--- src/hw/ctl_src_pkg.sv ---
// Constants, selection codes and register map of the control signal source selector
package ctl_src_pkg;

	// ****************************************
	// Widths
	// ****************************************
	localparam int CODE_W   = 8;
	localparam int ADDR_W   = 8;
	localparam int DATA_W   = 32;
	localparam int TEMP_W   = 8;
	localparam int FREQ_W   = 16;
	localparam int CFG_W    = 16;
	localparam int WARN_W   = 9;
	localparam int PIN_W    = 8;
	localparam int REMOTE_W = 6;

	// ****************************************
	// Selection codes
	// ****************************************
	localparam logic [CODE_W-1:0] SEL_ON         = 8'h06;
	localparam logic [CODE_W-1:0] SEL_OFF        = 8'h07;
	localparam logic [CODE_W-1:0] SEL_TC_START   = 8'h0d;
	localparam logic [CODE_W-1:0] SEL_RELEASE    = 8'h46;
	localparam logic [CODE_W-1:0] SEL_IN2        = 8'h47;
	localparam logic [CODE_W-1:0] SEL_IN3        = 8'h48;
	localparam logic [CODE_W-1:0] SEL_IN4        = 8'h49;
	localparam logic [CODE_W-1:0] SEL_IN5        = 8'h4a;
	localparam logic [CODE_W-1:0] SEL_IN6        = 8'h4b;
	localparam logic [CODE_W-1:0] SEL_MULTIFUNCTION_INPUT_1       = 8'h4c;
	localparam logic [CODE_W-1:0] SEL_WARN_MASK  = 8'h9d;
	localparam logic [CODE_W-1:0] SEL_TIMER1     = 8'h9e;
	localparam logic [CODE_W-1:0] SEL_TIMER2     = 8'h9f;
	localparam logic [CODE_W-1:0] SEL_READY      = 8'ha0;
	localparam logic [CODE_W-1:0] SEL_RUN        = 8'ha1;
	localparam logic [CODE_W-1:0] SEL_FAULT      = 8'ha2;
	localparam logic [CODE_W-1:0] SEL_FREQ_REACH = 8'ha3;
	localparam logic [CODE_W-1:0] SEL_SET_FREQ   = 8'ha4;
	localparam logic [CODE_W-1:0] SEL_OVERLOAD   = 8'ha5;
	localparam logic [CODE_W-1:0] SEL_HS_TEMP    = 8'ha6;
	localparam logic [CODE_W-1:0] SEL_IN_TEMP    = 8'ha7;
	localparam logic [CODE_W-1:0] SEL_MOTOR_TEMP = 8'ha8;
	localparam logic [CODE_W-1:0] SEL_GEN_WARN   = 8'ha9;
	localparam logic [CODE_W-1:0] SEL_OVER_TEMP  = 8'haa;
	localparam logic [CODE_W-1:0] SEL_CMP1       = 8'hab;
	localparam logic [CODE_W-1:0] SEL_CMP1_N     = 8'hac;
	localparam logic [CODE_W-1:0] SEL_CMP2       = 8'had;
	localparam logic [CODE_W-1:0] SEL_CMP2_N     = 8'hae;
	localparam logic [CODE_W-1:0] SEL_DSIG1      = 8'haf;
	localparam logic [CODE_W-1:0] SEL_DSIG2      = 8'hb0;
	localparam logic [CODE_W-1:0] SEL_DSIG3      = 8'hb1;

	// ****************************************
	// Fixed values
	// ****************************************
	localparam logic [CFG_W-1:0]  CFG_TC_A      = 16'h006f;
	localparam logic [CFG_W-1:0]  CFG_TC_B      = 16'h00d3;
	localparam logic [CFG_W-1:0]  CFG_TC_C      = 16'h019b;
	localparam logic [TEMP_W-1:0] HS_TEMP_MAX   = 8'h50;
	localparam logic [TEMP_W-1:0] IN_TEMP_MAX   = 8'h41;
	localparam logic [CODE_W-1:0] MULTIFUNCTION_INPUT_1_DIGITAL  = 8'h03;

	// ****************************************
	// Pin bit positions
	// ****************************************
	localparam int PIN_IN2  = 0;
	localparam int PIN_MULTIFUNCTION_INPUT_1 = 5;
	localparam int PIN_SA   = 6;
	localparam int PIN_SB   = 7;

	// ****************************************
	// Register map
	// ****************************************
	localparam logic [ADDR_W-1:0] REG_CODE_BASE  = 8'h00;
	localparam logic [ADDR_W-1:0] REG_REMOTE     = 8'h40;
	localparam logic [ADDR_W-1:0] REG_MULTIFUNCTION_INPUT_1_MODE  = 8'h44;
	localparam logic [ADDR_W-1:0] REG_WARN_MASK  = 8'h48;
	localparam logic [ADDR_W-1:0] REG_CONFIG     = 8'h4c;
	localparam logic [ADDR_W-1:0] REG_HS_LIMIT   = 8'h50;
	localparam logic [ADDR_W-1:0] REG_IN_LIMIT   = 8'h54;
	localparam logic [ADDR_W-1:0] REG_SET_FREQ   = 8'h58;
	localparam logic [ADDR_W-1:0] REG_OUT_STATUS = 8'h5c;
	localparam logic [ADDR_W-1:0] REG_PIN_STATUS = 8'h60;
	localparam int                MAX_FUNCS      = 16;
	localparam int                REMOTE_VAL_LSB = 8;
	localparam logic [CODE_W-1:0] CODE_RESET     = 8'h07;

	// Internal flags from the rest of the drive, all on mclk
	typedef struct packed {
		logic                tc_start;
		logic                timer1;
		logic                timer2;
		logic                ready;
		logic                start_cmd;
		logic                freq_avail;
		logic                fault;
		logic                freq_reached;
		logic                overload;
		logic                motor_temp_warn;
		logic                general_warn;
		logic                cmp1;
		logic                cmp2;
		logic                dsig1;
		logic                dsig2;
		logic                dsig3;
		logic [WARN_W-1:0]   warnings;
		logic [FREQ_W-1:0]   stator_freq;
		logic [TEMP_W-1:0]   heat_sink_temp;
		logic [TEMP_W-1:0]   inside_temp;
	} flags_t;

endpackage : ctl_src_pkg

--- src/hw/pin_sync_if.sv ---
// Carrier between the pin synchroniser and the selector
`timescale 1ns/1ps
interface pin_sync_if #(parameter int W = 8);
	logic [W-1:0] raw;
	logic [W-1:0] sync;
	modport syncer (input raw, output sync);
	modport user   (output raw, input sync);
endinterface : pin_sync_if

--- src/hw/control_signal_source_select.sv ---
// Operation-mode driven source selector for drive function inputs
//
// Notes on behaviour
// - Every function input takes the source named by its own selection code.
// - Code 6 gives a constant active level.
// - Code 7 gives a constant inactive level.
// - Code 13 gives technology controller start, only in configurations 111, 211, 411.
// - Code 70 gives release from both safety paths; safe torque off always included.
// - Codes 71 to 75 give control inputs 2 to 6, or their remote values.
// - Code 76 gives multifunction input 1 when its mode is 3, or remote value.
// - Code 157 is active when any warning enabled in the mask is present.
// - Codes 158 and 159 give the first and second timer outputs.
// - Code 160 is active once the drive is initialised and ready.
// - Code 161 needs both safety paths, a start command and output frequency.
// - Code 162 gives operational fault; code 165 gives drive overload.
// - Code 163 is active when actual frequency reached reference frequency.
// - Code 164 is active while stator frequency exceeds the setting frequency.
// - Code 166 is active when heat sink reaches 80 degrees less its limit.
// - Code 168 gives the motor temperature warning as configured.
// - Code 169 is active while a critical general warning is shown.
// - Codes 171 and 173 give the first and second comparator results.
// - Codes 172 and 174 give the inverted comparator results.
// - Codes 175 to 177 give the three configured digital signals.
//
// Implementation choices: the placing of the registers and strobed register access.
`timescale 1ns/1ps
module control_signal_source_select
	import ctl_src_pkg::*;
#(
	parameter int NUM_FUNCS = 8
) (
	input  wire logic                             mclk,
	input  wire logic                             rst_n,
	input  wire logic                             control_input_2,
	input  wire logic                             control_input_3,
	input  wire logic                             control_input_4,
	input  wire logic                             control_input_5,
	input  wire logic                             control_input_6,
	input  wire logic                             multifunction_input_1_digital,
	input  wire logic                             safety_path_a,
	input  wire logic                             safety_path_b,
	input  wire ctl_src_pkg::flags_t              flags,
	input  wire logic [ctl_src_pkg::ADDR_W-1:0]   reg_addr,
	input  wire logic [ctl_src_pkg::DATA_W-1:0]   reg_wdata,
	input  wire logic                             reg_wr,
	input  wire logic                             reg_rd,
	output logic      [ctl_src_pkg::DATA_W-1:0]   reg_rdata,
	output logic      [NUM_FUNCS-1:0]             func_out
);

	import ctl_src_pkg::*;

	typedef struct packed {
		logic [NUM_FUNCS-1:0][CODE_W-1:0] code;
		logic [REMOTE_W-1:0]              remote_en;
		logic [REMOTE_W-1:0]              remote_val;
		logic [CODE_W-1:0]                multifunction_input_1_mode;
		logic [WARN_W-1:0]                warn_mask;
		logic [CFG_W-1:0]                 config_sel;
		logic [TEMP_W-1:0]                hs_limit;
		logic [TEMP_W-1:0]                in_limit;
		logic [FREQ_W-1:0]                set_freq;
		logic [NUM_FUNCS-1:0]             out;
		logic [DATA_W-1:0]                rdata;
	} state_t;

	state_t q;
	state_t d;

	// ****************************************
	// Pin synchronisation
	// ****************************************
	pin_sync_if #(.W(PIN_W)) pins ();

	assign pins.raw = {safety_path_b, safety_path_a, multifunction_input_1_digital,
		control_input_6, control_input_5, control_input_4, control_input_3,
		control_input_2};

	pin_sync #(.W(PIN_W)) u_sync (
		.mclk  (mclk),
		.rst_n (rst_n),
		.pins  (pins)
	);

	// ****************************************
	// Helpers
	// ****************************************
	// Limit is added to the reading rather than subtracted from the maximum,
	// so a limit above the maximum cannot wrap the threshold.
	function automatic logic temp_reached(input logic [TEMP_W-1:0] temp,
		input logic [TEMP_W-1:0] maxv, input logic [TEMP_W-1:0] lim);
		logic [TEMP_W:0] sum;
		sum = {1'b0, temp} + {1'b0, lim};
		return sum >= {1'b0, maxv};
	endfunction : temp_reached

	// Terminal level, overridden by the remote value when remote is enabled
	function automatic logic input_level(input int idx, input logic pin,
		input state_t s);
		return s.remote_en[idx] ? s.remote_val[idx] : pin;
	endfunction : input_level

	logic [PIN_W-1:0] pin_s;
	logic             release_sig;
	logic             tc_cfg_ok;
	logic             hs_warn;
	logic             in_warn;

	assign pin_s       = pins.sync;
	assign release_sig = pin_s[PIN_SA] & pin_s[PIN_SB];
	assign tc_cfg_ok   = (q.config_sel == CFG_TC_A) || (q.config_sel == CFG_TC_B) ||
		(q.config_sel == CFG_TC_C);
	assign hs_warn     = temp_reached(flags.heat_sink_temp, HS_TEMP_MAX, q.hs_limit);
	assign in_warn     = temp_reached(flags.inside_temp, IN_TEMP_MAX, q.in_limit);

	function automatic logic select_source(input logic [CODE_W-1:0] code,
		input state_t s);
		logic v;
		v = 1'b0;
		case (code)
			SEL_ON:         v = 1'b1;
			SEL_OFF:        v = 1'b0;
			SEL_TC_START:   v = tc_cfg_ok & flags.tc_start;
			SEL_RELEASE:    v = release_sig;
			SEL_IN2:        v = input_level(PIN_IN2, pin_s[PIN_IN2], s);
			SEL_IN3:        v = input_level(PIN_IN2 + 1, pin_s[PIN_IN2 + 1], s);
			SEL_IN4:        v = input_level(PIN_IN2 + 2, pin_s[PIN_IN2 + 2], s);
			SEL_IN5:        v = input_level(PIN_IN2 + 3, pin_s[PIN_IN2 + 3], s);
			SEL_IN6:        v = input_level(PIN_IN2 + 4, pin_s[PIN_IN2 + 4], s);
			SEL_MULTIFUNCTION_INPUT_1:       v = input_level(PIN_MULTIFUNCTION_INPUT_1,
				pin_s[PIN_MULTIFUNCTION_INPUT_1] & (s.multifunction_input_1_mode == MULTIFUNCTION_INPUT_1_DIGITAL), s);
			SEL_WARN_MASK:  v = |(flags.warnings & s.warn_mask);
			SEL_TIMER1:     v = flags.timer1;
			SEL_TIMER2:     v = flags.timer2;
			SEL_READY:      v = flags.ready;
			SEL_RUN:        v = release_sig & flags.start_cmd & flags.freq_avail;
			SEL_FAULT:      v = flags.fault;
			SEL_OVERLOAD:   v = flags.overload;
			SEL_FREQ_REACH: v = flags.freq_reached;
			SEL_SET_FREQ:   v = flags.stator_freq > s.set_freq;
			SEL_HS_TEMP:    v = hs_warn;
			SEL_IN_TEMP:    v = in_warn;
			SEL_OVER_TEMP:  v = hs_warn | in_warn;
			SEL_MOTOR_TEMP: v = flags.motor_temp_warn;
			SEL_GEN_WARN:   v = flags.general_warn;
			SEL_CMP1:       v = flags.cmp1;
			SEL_CMP2:       v = flags.cmp2;
			SEL_CMP1_N:     v = ~flags.cmp1;
			SEL_CMP2_N:     v = ~flags.cmp2;
			SEL_DSIG1:      v = flags.dsig1;
			SEL_DSIG2:      v = flags.dsig2;
			SEL_DSIG3:      v = flags.dsig3;
			default:        v = 1'b0;
		endcase
		return v;
	endfunction : select_source

	// ****************************************
	// Register port and selection
	// ****************************************
	logic                       code_hit;
	logic [$clog2(MAX_FUNCS)-1:0] code_idx;

	assign code_idx = reg_addr[$clog2(MAX_FUNCS)+1:2];
	assign code_hit = (reg_addr[ADDR_W-1:$clog2(MAX_FUNCS)+2] ==
		REG_CODE_BASE[ADDR_W-1:$clog2(MAX_FUNCS)+2]) && (32'(code_idx) < NUM_FUNCS);

	always_comb begin
		d       = q;
		d.rdata = '0;
		if (reg_wr) begin
			if (code_hit) begin
				d.code[code_idx] = reg_wdata[CODE_W-1:0];
			end
			case (reg_addr)
				REG_REMOTE: begin
					d.remote_en  = reg_wdata[REMOTE_W-1:0];
					d.remote_val = reg_wdata[REMOTE_VAL_LSB +: REMOTE_W];
				end
				REG_MULTIFUNCTION_INPUT_1_MODE: d.multifunction_input_1_mode  = reg_wdata[CODE_W-1:0];
				REG_WARN_MASK: d.warn_mask  = reg_wdata[WARN_W-1:0];
				REG_CONFIG:    d.config_sel = reg_wdata[CFG_W-1:0];
				REG_HS_LIMIT:  d.hs_limit   = reg_wdata[TEMP_W-1:0];
				REG_IN_LIMIT:  d.in_limit   = reg_wdata[TEMP_W-1:0];
				REG_SET_FREQ:  d.set_freq   = reg_wdata[FREQ_W-1:0];
				default: ;
			endcase
		end
		if (reg_rd) begin
			if (code_hit) begin
				d.rdata = DATA_W'(q.code[code_idx]);
			end else begin
				case (reg_addr)
					REG_REMOTE: begin
						d.rdata = DATA_W'(q.remote_en) |
							(DATA_W'(q.remote_val) << REMOTE_VAL_LSB);
					end
					REG_MULTIFUNCTION_INPUT_1_MODE:  d.rdata = DATA_W'(q.multifunction_input_1_mode);
					REG_WARN_MASK:  d.rdata = DATA_W'(q.warn_mask);
					REG_CONFIG:     d.rdata = DATA_W'(q.config_sel);
					REG_HS_LIMIT:   d.rdata = DATA_W'(q.hs_limit);
					REG_IN_LIMIT:   d.rdata = DATA_W'(q.in_limit);
					REG_SET_FREQ:   d.rdata = DATA_W'(q.set_freq);
					REG_OUT_STATUS: d.rdata = DATA_W'(q.out);
					REG_PIN_STATUS: d.rdata = DATA_W'(pin_s);
					default:        d.rdata = '0;
				endcase
			end
		end
		// Selection uses the codes already in force, so a new code acts one cycle later
		for (int i = 0; i < NUM_FUNCS; i++) begin
			d.out[i] = select_source(q.code[i], q);
		end
	end

	always_ff @(posedge mclk or negedge rst_n) begin
		if (!rst_n) begin
			q <= '0;
			for (int i = 0; i < NUM_FUNCS; i++) begin
				q.code[i] <= CODE_RESET;
			end
		end else begin
			q <= d;
		end
	end

	assign reg_rdata = q.rdata;
	assign func_out  = q.out;

	// ****************************************
	// Checks on function input 0
	// ****************************************
	AST_ON: assert property (@(posedge mclk) disable iff (!rst_n)
		(q.code[0] == SEL_ON) |=> func_out[0])
		else $error("Code on did not drive an active level");

	AST_OFF: assert property (@(posedge mclk) disable iff (!rst_n)
		(q.code[0] == SEL_OFF) |=> !func_out[0])
		else $error("Code off did not drive an inactive level");

	AST_TC_CFG: assert property (@(posedge mclk) disable iff (!rst_n)
		(q.code[0] == SEL_TC_START && !tc_cfg_ok) |=> !func_out[0])
		else $error("Controller start passed outside its configurations");

	AST_RELEASE: assert property (@(posedge mclk) disable iff (!rst_n)
		(q.code[0] == SEL_RELEASE) |=>
		func_out[0] == ($past(pin_s[PIN_SA]) && $past(pin_s[PIN_SB])))
		else $error("Release does not follow both safety paths");

	AST_REMOTE: assert property (@(posedge mclk) disable iff (!rst_n)
		(q.code[0] == SEL_IN2 && q.remote_en[PIN_IN2]) |=>
		func_out[0] == $past(q.remote_val[PIN_IN2]))
		else $error("Remote value did not override control input 2");

	AST_MULTIFUNCTION_INPUT_1_MODE: assert property (@(posedge mclk) disable iff (!rst_n)
		(q.code[0] == SEL_MULTIFUNCTION_INPUT_1 && !q.remote_en[PIN_MULTIFUNCTION_INPUT_1] &&
		q.multifunction_input_1_mode != MULTIFUNCTION_INPUT_1_DIGITAL) |=> !func_out[0])
		else $error("Multifunction input passed while not in digital mode");

	AST_MASK: assert property (@(posedge mclk) disable iff (!rst_n)
		(q.code[0] == SEL_WARN_MASK && (flags.warnings & q.warn_mask) == '0) |=>
		!func_out[0])
		else $error("Masked-out warnings raised the warning mask output");

	AST_RUN: assert property (@(posedge mclk) disable iff (!rst_n)
		($past(q.code[0]) == SEL_RUN && func_out[0]) |->
		$past(flags.start_cmd) && $past(flags.freq_avail) &&
		$past(pin_s[PIN_SA]) && $past(pin_s[PIN_SB]))
		else $error("Run signal active without its conditions");

	AST_SET_FREQ: assert property (@(posedge mclk) disable iff (!rst_n)
		(q.code[0] == SEL_SET_FREQ && flags.stator_freq == q.set_freq) |=> !func_out[0])
		else $error("Setting frequency active at equal frequency");

	AST_HS_TEMP: assert property (@(posedge mclk) disable iff (!rst_n)
		(q.code[0] == SEL_HS_TEMP && q.hs_limit == '0 &&
		flags.heat_sink_temp == HS_TEMP_MAX) |=> func_out[0])
		else $error("Heat sink warning missed at its maximum");

	AST_NEG_CMP: assert property (@(posedge mclk) disable iff (!rst_n)
		(q.code[0] == SEL_CMP1_N) |=> func_out[0] != $past(flags.cmp1))
		else $error("Negated comparator output is not inverted");

	AST_LATENCY: assert property (@(posedge mclk) disable iff (!rst_n)
		(reg_wr && code_hit && code_idx == '0 && reg_wdata[CODE_W-1:0] == SEL_ON)
		##1 (q.code[0] == SEL_ON) |=> func_out[0])
		else $error("New code not in force one cycle after it was stored");

endmodule : control_signal_source_select

--- src/hw/pin_sync.sv ---
// Two-stage synchroniser for asynchronous terminal pins
`timescale 1ns/1ps
module pin_sync #(
	parameter int W = 8
) (
	input  wire logic mclk,
	input  wire logic rst_n,
	pin_sync_if.syncer pins
);

	typedef struct packed {
		logic [W-1:0] ff1;
		logic [W-1:0] ff2;
	} sync_state_t;

	sync_state_t q;
	sync_state_t d;

	// ****************************************
	// Synchroniser
	// ****************************************
	always_comb begin
		d     = q;
		d.ff1 = pins.raw;
		d.ff2 = q.ff1;
	end

	always_ff @(posedge mclk or negedge rst_n) begin
		if (!rst_n) begin
			q <= '0;
		end else begin
			q <= d;
		end
	end

	assign pins.sync = q.ff2;

	AST_SYNC_DELAY: assert property (@(posedge mclk) disable iff (!rst_n)
		$past(rst_n, 2) |-> pins.sync == $past(pins.raw, 2))
		else $error("Pin synchroniser delay is not two cycles");

endmodule : pin_sync

--- config.mk ---
export PLATFORM = sky130hd
export DESIGN_NAME = control_signal_source_select
export DESIGN_NICKNAME = d
export VERILOG_FILES = /design/src/hw/ctl_src_pkg.sv /design/src/hw/pin_sync_if.sv /design/src/hw/control_signal_source_select.sv /design/src/hw/pin_sync.sv
export SDC_FILE = /design/constraint.sdc
export NUM_CORES = 1
export LEC_CHECK = 0
export BUFFER_PORTS_ARGS = -buffer_cell sky130_fd_sc_hd__buf_4
export CELL_PAD_IN_SITES_DETAIL_PLACEMENT = 1
export CELL_PAD_IN_SITES_GLOBAL_PLACEMENT = 1
export CORE_MARGIN = 2
export CORE_UTILIZATION = 42
export DETAILED_ROUTE_END_ITERATION = 10
export GPL_ROUTABILITY_DRIVEN = 0
export PLACE_DENSITY_LB_ADDON = 0.1
export SLEW_MARGIN = 20
export SYNTH_ARGS = -nofsm -noshare
export SYNTH_HDL_FRONTEND = slang
export SYNTH_SLANG_ARGS = --single-unit
--- constraint.sdc ---
create_clock -name mclk -period 2.22 [get_ports mclk]
set_input_delay 0.222 -clock mclk [delete_from_list [all_inputs] [get_ports mclk]]
set_output_delay 0.222 -clock mclk [all_outputs]
set_load 0.1 [all_outputs]
# Word-level counts from Yosys, hierarchy flattened
# Index checks and enable logic that the tools add are counted.
dict set report classes {
  add_sub_neg 2
  multipliers 0
  n_div 0
  order_cmp 6
  eq_ne 253
  n_shift 0
  mux 22
  bitwise_logic 10
  n_reduce_logical 14
}
# operator n
set ops {}
lappend ops {{$eq 8x8->1 const B} 168}
lappend ops {{$eq 8x7->1 const B} 65}
lappend ops {{$pmux 1 s30} 8}
lappend ops {{$pmux 16 s9} 1}
lappend ops {{$bwmux 64} 1}
lappend ops {{$eq 8x3->1 const B} 8}
lappend ops {{$eq 8x4->1 const B} 8}
lappend ops {{$mux 16} 2}
lappend ops {{$bmux 8 s3} 1}
lappend ops {{$demux 8 s3} 1}
lappend ops {{$add 8x8->9} 2}
lappend ops {{$ge 9x7->1 const B} 2}
lappend ops {{$eq 16x7->1 const B} 1}
lappend ops {{$eq 16x8->1 const B} 1}
lappend ops {{$eq 16x9->1 const B} 1}
lappend ops {{$gt 16x16->1} 1}
lappend ops {{$mux 8} 2}
lappend ops {{$reduce_and 2->1} 8}
lappend ops {{$or 6x14->14} 1}
lappend ops {{$and 9x9->9} 1}
lappend ops {{$reduce_or 9->1} 1}
lappend ops {{$eq 8x2->1 const B} 1}
lappend ops {{$lt 4x4->1 const B} 2}
lappend ops {{$mux 1} 6}
lappend ops {{other kinds (7)} 14}
dict set report word_totals {
  reg_bits 197
  latchBits 0
  ramBits 0
  rom_bits 0
  input_bits 109
  out_inout_bits 40
  mem_count 0
}

# Depth between registers and ports, before layout
# Gate-level depths: netlist of the first run.
dict set report logic_depth {
  ltp_word 5
  ltp_mapped 10
}

# Cells and area by module
# From an unflattened synthesis of the first run, not the netlist that was laid out.
dict set report unflattened {
  hier_cells 1218
  hier_area_um2 12208.0
}
# mod instances cells_per_inst area_each_um2
set modules_own_cells {}
lappend modules_own_cells {control_signal_source_select 1 1202 11807.6}
lappend modules_own_cells {pin_sync 1 16 400.4}

# Worst setup path after synthesis of the first run
# OpenSTA, ideal clock, no wires.
dict set report synth_timing {
  kind {flip-flop to flip-flop}
  start {register q[64] (netlist bit)}
  end {register q, in the netlist func_out[1]}
  arrival_ns 2.193
  required_time_ns 2.074
  slack_ns -0.119
  stages_incl_launch_ff 10
  synth_period_minus_slack_ns 2.339
  cell_sequence {dfrtp_1 > ha_1 > fa_1 > a211oi_1 > nor2_1 > mux2i_1 > a41oi_1 > nand2_1 > o2111ai_1 > o311ai_1}
}
# element line
set synth_lines {}
lappend synth_lines {{from (decl)} control_signal_source_select.sv:67} ;# state_t q;

==> impl_metrics.toml, run 1 <==
[timing]
worst_slack_ns = -0.233
setup_viol = 8
finalHoldViolCount = 0
grt_setup_unrepaired = "true"
min_period_ns = 2.45
worst_pin_slew_ns = 0.772
clock_skew_ns = 0.0128
fin_crit_sh = 1.10
relSlewSlack = 0.478
slew_viol_final = 0
holdWs_ns = 0.0125
fmax_mhz = 408

[route]
wl_um = 48800
drtIter0Drc = 1283
drc = 0
viasPerCell = 6.30
via_count = 11700
ant_nets = 0
drtPass1Iterations = 8
wl_per_cell_um = 26.3

[power_and_ir_drop]
p_leak_nw = 6.71
power.density_nw_per_um2 = 659
peakVddDrop_mv = 0.616

[floorplan]
initial_core_util = 0.426
io_pins = 149
placeableCoreArea_um2 = 29600
die-area_um2 = 31500
die_w_um = 177
rows = 63
die_h_um = 177

[synth]
yosys.area.top_type_share = 0.311
synth_edf_count = 0
yosys_warnings = 0
synth_ff_type = "dfrtp_1"
avgSynthCellArea_um2 = 9.92
syn-instance-count = 1272
ys_top_cells_by_area = "dfrtp_1, mux2_2, dfstp_2"
synthArstFlopShare = 1.00
netlist_area_um2 = 12600
ys_ff_latch = 181
synth_cell_type_count = 92
yosysSeqAreaShare = 0.361
yosys.area.top_type = "dfrtp_1"

[clock_tree]
clock_sinks = 181
htreeDepth = 4
post-cts-setup-buffers = 0
cts.clk_slew.worst_paths_ns = 0.08
clkLatencyLatePin_ns = 0.45
cts_tree = "built"
clk_path_buf_depth = 2
cts_buffers = 17
cts_root_buffer = "clkbuf_16"

[worst_hold_path]
min_from = "reg_wdata[10]"
hold_path_depth = 2
hold_path_end = "q[50]"
holdCritPathClass = "input pin to flip-flop"

[run]
cap_violations = 0

[setup_path]
path_class = "flip-flop to flip-flop"
reg2reg_from = "q[57]"
r2r_setup_slack_ns = -0.23
critPathRequiredTime_ns = 2.52
r2r_end = "func_out[2]"
arrival_ns = 2.76
crit_fanout = 8
worst_setup_path_start_kind = "flip-flop"
reg2regPathDepth = 9
cp-end-kind = "flip-flop"

[cells_and_area]
syn2layout_area_growth_pct = 22.0
fin_nets = 1594
final_area_um2 = 15400
drive_above_1_share = 0.327

[grt]
grt-ovfl-total = 0
track_usage = 0.316
grt_max_degree = 74
grt_pass1_vias = 11800
grt_pass1_wl_um = 73500
antenna_found_initial = 1

[placed_design]
place_ws_ns = -0.357
port_buffers = 116
place_area_um2 = 14600
hpwlAfterDp_um = 35300

[run_status]
run_status = "finished with violations"
violations = "negative setup slack"
[state kept, by name (all words and copies together), names as in the netlist]
signal	count
q	141
reg_rdata	16
func_out	8
u_sync.d	8
u_sync.pins.sync	8
[metal layers]
metal / GRT usage / routed length, µm
met1: 0.436 / 21100
met2: 0.493 / 22100
met3: 0.0598 / 3860
met4: 0.119 / 1790
met5: 0 / 0
[how the worst max path moves through the flow]
stage	end	slack [ns]	startpoint
after floorplan	func_out[4]	0.006	q[57]
after global placement	func_out[5]	-0.29	q[64]
after detailed placement	func_out[1]	-0.36	q[70]
after CTS	func_out[2]	-0.24	q[56]
after global routing	func_out[2]	-0.40	q[56]
final	func_out[2]	-0.23	q[57]
[final cells by class]
cell class,instances,area (µm²)
clock inverters,13,158
inverters,35,131
well taps,390,488
flip-flops and latches,181,4560
repair buffers,270,2190
diodes,1,2.50
clock buffers,19,453
fillers,3334,14200
multi-input cells,946,7420
[per-stage QoR]
| stage | cells | util | setup TNS [ns] | power, mW |
|---|---|---|---|---|
| after detailed placement | 1808 | 0.493 | -2.39 | 6.92 |
| final | 1855 | 0.520 | -1.65 | 10.2 |
| after global routing | 1854 | 0.520 | -2.97 | 10.6 |
| after CTS | 1854 | 0.519 | -1.80 | 10.2 |
| after global placement | 1808 | 0.493 | -1.90 | 6.86 |
| after floorplan | 1287 | - | 0 | 5.78 |
[cell usage after synthesis, drive strengths merged (5+ instances only)]
master / n
o2111ai: 8
dfrtp: 157
nor2: 68
o211ai: 14
nor2b: 26
nand2: 89
a21oi: 40
buf: 54
a41oi: 5
or3: 5
and3b: 6
o221ai: 5
mux2i: 23
nand4b: 7
o22ai: 7
nand4: 22
clkbuf: 71
nand3: 43
dfstp: 24
a221oi: 13
a22o: 9
a31oi: 24
nor3: 32
mux4: 16
nand3b: 24
a222oi: 13
o21ai: 51
and2: 6
nand2b: 10
a22oi: 21
nor4: 13
mux2: 165
a211oi: 11
ha: 32
a21o: 5
nor3b: 12
nor4bb: 8
and3: 16
nor4b: 11
inv: 35
[layout by cell type, fill, tap and decap left out, drive strengths merged, types with 20 or more instances in the layout]
cell type,Yosys,layout
nor3,32,32
a31oi,24,24
mux2i,23,23
a21oi,40,40
mux2,165,165
nor2b,26,26
dfstp,24,24
inv,35,42
nand2,89,89
dfrtp,157,157
ha,32,32
clkbuf,71,20
nand4,22,22
nand3,43,43
o21ai,51,51
a22oi,21,21
nand3b,24,24
buf,54,255
nor2,68,68
[where the power goes]
group	internal, mW	switching, mW
Sequential	3.62	0.539
Clock	1.67	1.52
Combinational	1.16	1.65
Total	6.45	3.70
[worst max-delay path, stage by stage, from the launching register on]
cell	delay, ns
dfrtp_1	0.40
ha_1	0.27
a21o_1	0.19
a21oi_2	0.24
o21ai_2	0.11
a21o_1	0.18
a21o_1	0.20
a2111oi_4	0.40
buf_12	0.20
o211ai_1	0.12
[cells by family after synthesis]
group	count (synthesis)	share of synthesized area
other	1	0.000297
xor gates and xnor gates	6	0.00416
muxes	204	0.194
and+or+nand+nor	413	0.189
adders and majority gates	34	0.0349
AOI/OAI and AO/OA	273	0.156
buffers and inverters	160	0.0608
DFF	181	0.361
[timing repair]
item / CTS / global route
hold buffers: 14 / 0
pin swaps: 5 / 3
hold endpoints to repair: 77 / 0
setup endpoints to repair: 8 / 8
gates resized for setup: 8 / 5
Note: power is estimated with default switching activity, not from simulation.
==> run 2, diff against run 1 <==
--- a/config.mk
+++ b/config.mk
@@ -5,11 +5,12 @@
 export SDC_FILE = /design/constraint.sdc
 export NUM_CORES = 1
 export LEC_CHECK = 0
+export ABC_AREA = 1
 export BUFFER_PORTS_ARGS = -buffer_cell sky130_fd_sc_hd__buf_4
 export CELL_PAD_IN_SITES_DETAIL_PLACEMENT = 1
 export CELL_PAD_IN_SITES_GLOBAL_PLACEMENT = 1
 export CORE_MARGIN = 2
-export CORE_UTILIZATION = 42
+export CORE_UTILIZATION = 38
 export DETAILED_ROUTE_END_ITERATION = 10
 export GPL_ROUTABILITY_DRIVEN = 0
 export PLACE_DENSITY_LB_ADDON = 0.1
==> impl_metrics.toml, run 2 <==
[grt]
antenna_found_initial = 1
grt_max_degree = 53
track_usage = 0.321
grt_pass1_wl_um = 85700
grt_pass1_vias = 14400
grt-ovfl-total = 0

[route]
wl_um = 56500
drtIter0Drc = 1120
drtPass1Iterations = 6
drc = 0
wl_per_cell_um = 22.0
ant_nets = 0
via_count = 14400
viasPerCell = 5.60

[floorplan]
placeableCoreArea_um2 = 33400
initial_core_util = 0.386
rows = 67
die-area_um2 = 35400
io_pins = 149
die_h_um = 188
die_w_um = 188

[clock_tree]
cts_buffers = 17
clkLatencyLatePin_ns = 0.45
cts_root_buffer = "clkbuf_16"
cts.clk_slew.worst_paths_ns = 0.07
htreeDepth = 4
clk_path_buf_depth = 2
cts_tree = "built"
clock_sinks = 181

[setup_path]
worst_setup_path_start_kind = "flip-flop"
path_class = "flip-flop to flip-flop"
crit_family = "adder cells"
reg2reg_from = "q[56]"
cp_slowest_cell = "fa_2"
startpoint = "q[56]"
arrival_ns = 2.50
path_cells = "ha_2 > inv_2 > fa_2 > nand2_2 > a21oi_2 > nand3_1 > nor2_1 > nand2_1 > nand2_1 > nand2_2 > buf_12 > o211ai_1 > nand3_1"
cp-end-kind = "flip-flop"
crit_fanout = 7
slowest_delay_ns = 0.52
path_buf_inv = 2
critPathRequiredTime_ns = 2.54

[timing]
clock_skew_ns = 0.0119
grt_setup_unrepaired = "true"
worst_pin_slew_ns = 0.846
finalHoldViolCount = 0
fin_crit_sh = 0.982
setup_viol = 0
min_period_ns = 2.18
fmax_mhz = 459
slew_viol_final = 0
relSlewSlack = 0.435

[synth]
syn-instance-count = 1963
synth_most_common_cell = "nand2_1"
netlist_area_um2 = 12900
ys_top_cells_by_area = "dfrtp_1, nand2_1, nand3_1"
yosys.area.top_type = "dfrtp_1"
synth_ff_type = "dfrtp_1"
yosys.area.top_type_share = 0.304
synth_cell_type_count = 47
avgSynthCellArea_um2 = 6.57
synth_edf_count = 0
ys_ff_latch = 181
yosys_warnings = 0
synthArstFlopShare = 1.00
synth_commonest_cells = "nand2_1, inv_1, nor2_1"
yosysSeqAreaShare = 0.353

[run]
cap_violations = 0

[power_and_ir_drop]
power.density_nw_per_um2 = 629
power_mw = 9.57
peakVddDrop_mv = 0.645
p_leak_nw = 7.55

[worst_hold_path]
min_from = "reg_wdata[8]"
holdCritPathClass = "input pin to flip-flop"

[placed_design]
hpwlAfterDp_um = 43100
port_buffers = 116

[cells_and_area]
drive_above_1_share = 0.137
fin_nets = 2244
regMostFlops = "q"
final_core_util = 0.455
layout_common_cells = "nand2_1, inv_1, nor2_1"
syn2layout_area_growth_pct = 17.9
largest_reg_flops = 141
final_common_cell = "nand2_1"

[run_status]
run_status = "complete, no violations"
-- run 2: changes by cell type after synthesis, moves of 22 or more --
cell      before  now
inv_1         35  250
nor2b_1       26    0
nand3_1       43  214
mux2_2       110    0
clkbuf_1      71   15
nand2_1       88  544
o21ai_0       48  161
mux2_1        54    0
mux2i_1       23    0
nor2_1        65  220
o22ai_1        7   29
nor3_1        24   56
-- run 2: where the power goes --
part | switching [mW] | internal, mW
Clock | 1.44 | 1.82
Sequential | 0.351 | 3.61
Combinational | 1.68 | 0.659
-- run 2: cell type report --
class                      count  area, µm²
timing repair buffer         188       1500
clock buffer                  19        443
inverter                     263        987
tap                          448        561
sequential                   181       4560
clock inverter                13        173
fill                        4389      18200
antenna                        1       2.50
multi-input combinational   1450       6980
-- run 2: routing by layer --
| layer | up-vias | wire, µm | GRT usage |
|---|---|---|---|
| met4 | 0 | 1930 | 0.103 |
| li1 | 6630 | - | - |
| met5 | - | 0 | 0 |
| met1 | 7058 | 24900 | 0.440 |
| met3 | 127 | 4390 | 0.0667 |
| met2 | 550 | 25200 | 0.508 |
-- run 2: logic make-up (layout without fill, tap and decap cells) --
kind of cell / after synthesis / in the layout / share of synthesized area
xor gates and xnor gates: 1 / 1 / 0.000679
adders and majority gates: 34 / 34 / 0.0341
AOI/OAI and AO/OA: 291 / 291 / 0.127
other: 1 / 17 / 0.000291
buffers and inverters: 347 / 483 / 0.117
DFF: 181 / 181 / 0.353
and+or+nand+nor: 1108 / 1108 / 0.368
-- run 2: metrics by stage --
step / hold slack, ns / area [µm²] / setup TNS (ns) / cells / setup slack [ns]
final: 0.0197 / 15200 / 0 / 2563 / 0.0409
after CTS: 0.0130 / 15100 / -0.0259 / 2561 / -0.0169
after global routing: 0.0143 / 15200 / -0.534 / 2562 / -0.127
after global placement: 0.224 / 14400 / -0.00337 / 2520 / -0.00337
after detailed placement: 0.222 / 14400 / -0.192 / 2520 / -0.0560
after floorplan: -0.0736 / 13000 / 0 / 1978 / 0.343
-- run 2: final timing paths --
check                                       to  slack [ns]  cells after the start
max                                func_out[1]        0.04                     13
min                                      q[96]        0.02                      3
max reg2reg                        func_out[1]        0.04                     13
min reg2reg                u_sync.pins.sync[6]        0.35                      0
max in group asynchronous               q[174]        1.17                      3
min in group asynchronous                q[55]        0.29                      2
-- run 2: worst min-delay path: stages --
cell and delay, ns:
buf_4 0.09, nand2_1 0.04, o21ai_0 0.07
-- run 2: timing repair --
item / in CTS / in global routing
gates resized for setup: 2 / 22
buffers inserted: 0 / 1
hold endpoints to repair: 53 / 0
pin swaps: 0 / 8
hold buffers: 9 / 0
endpoints found under the setup margin: 6 / 8
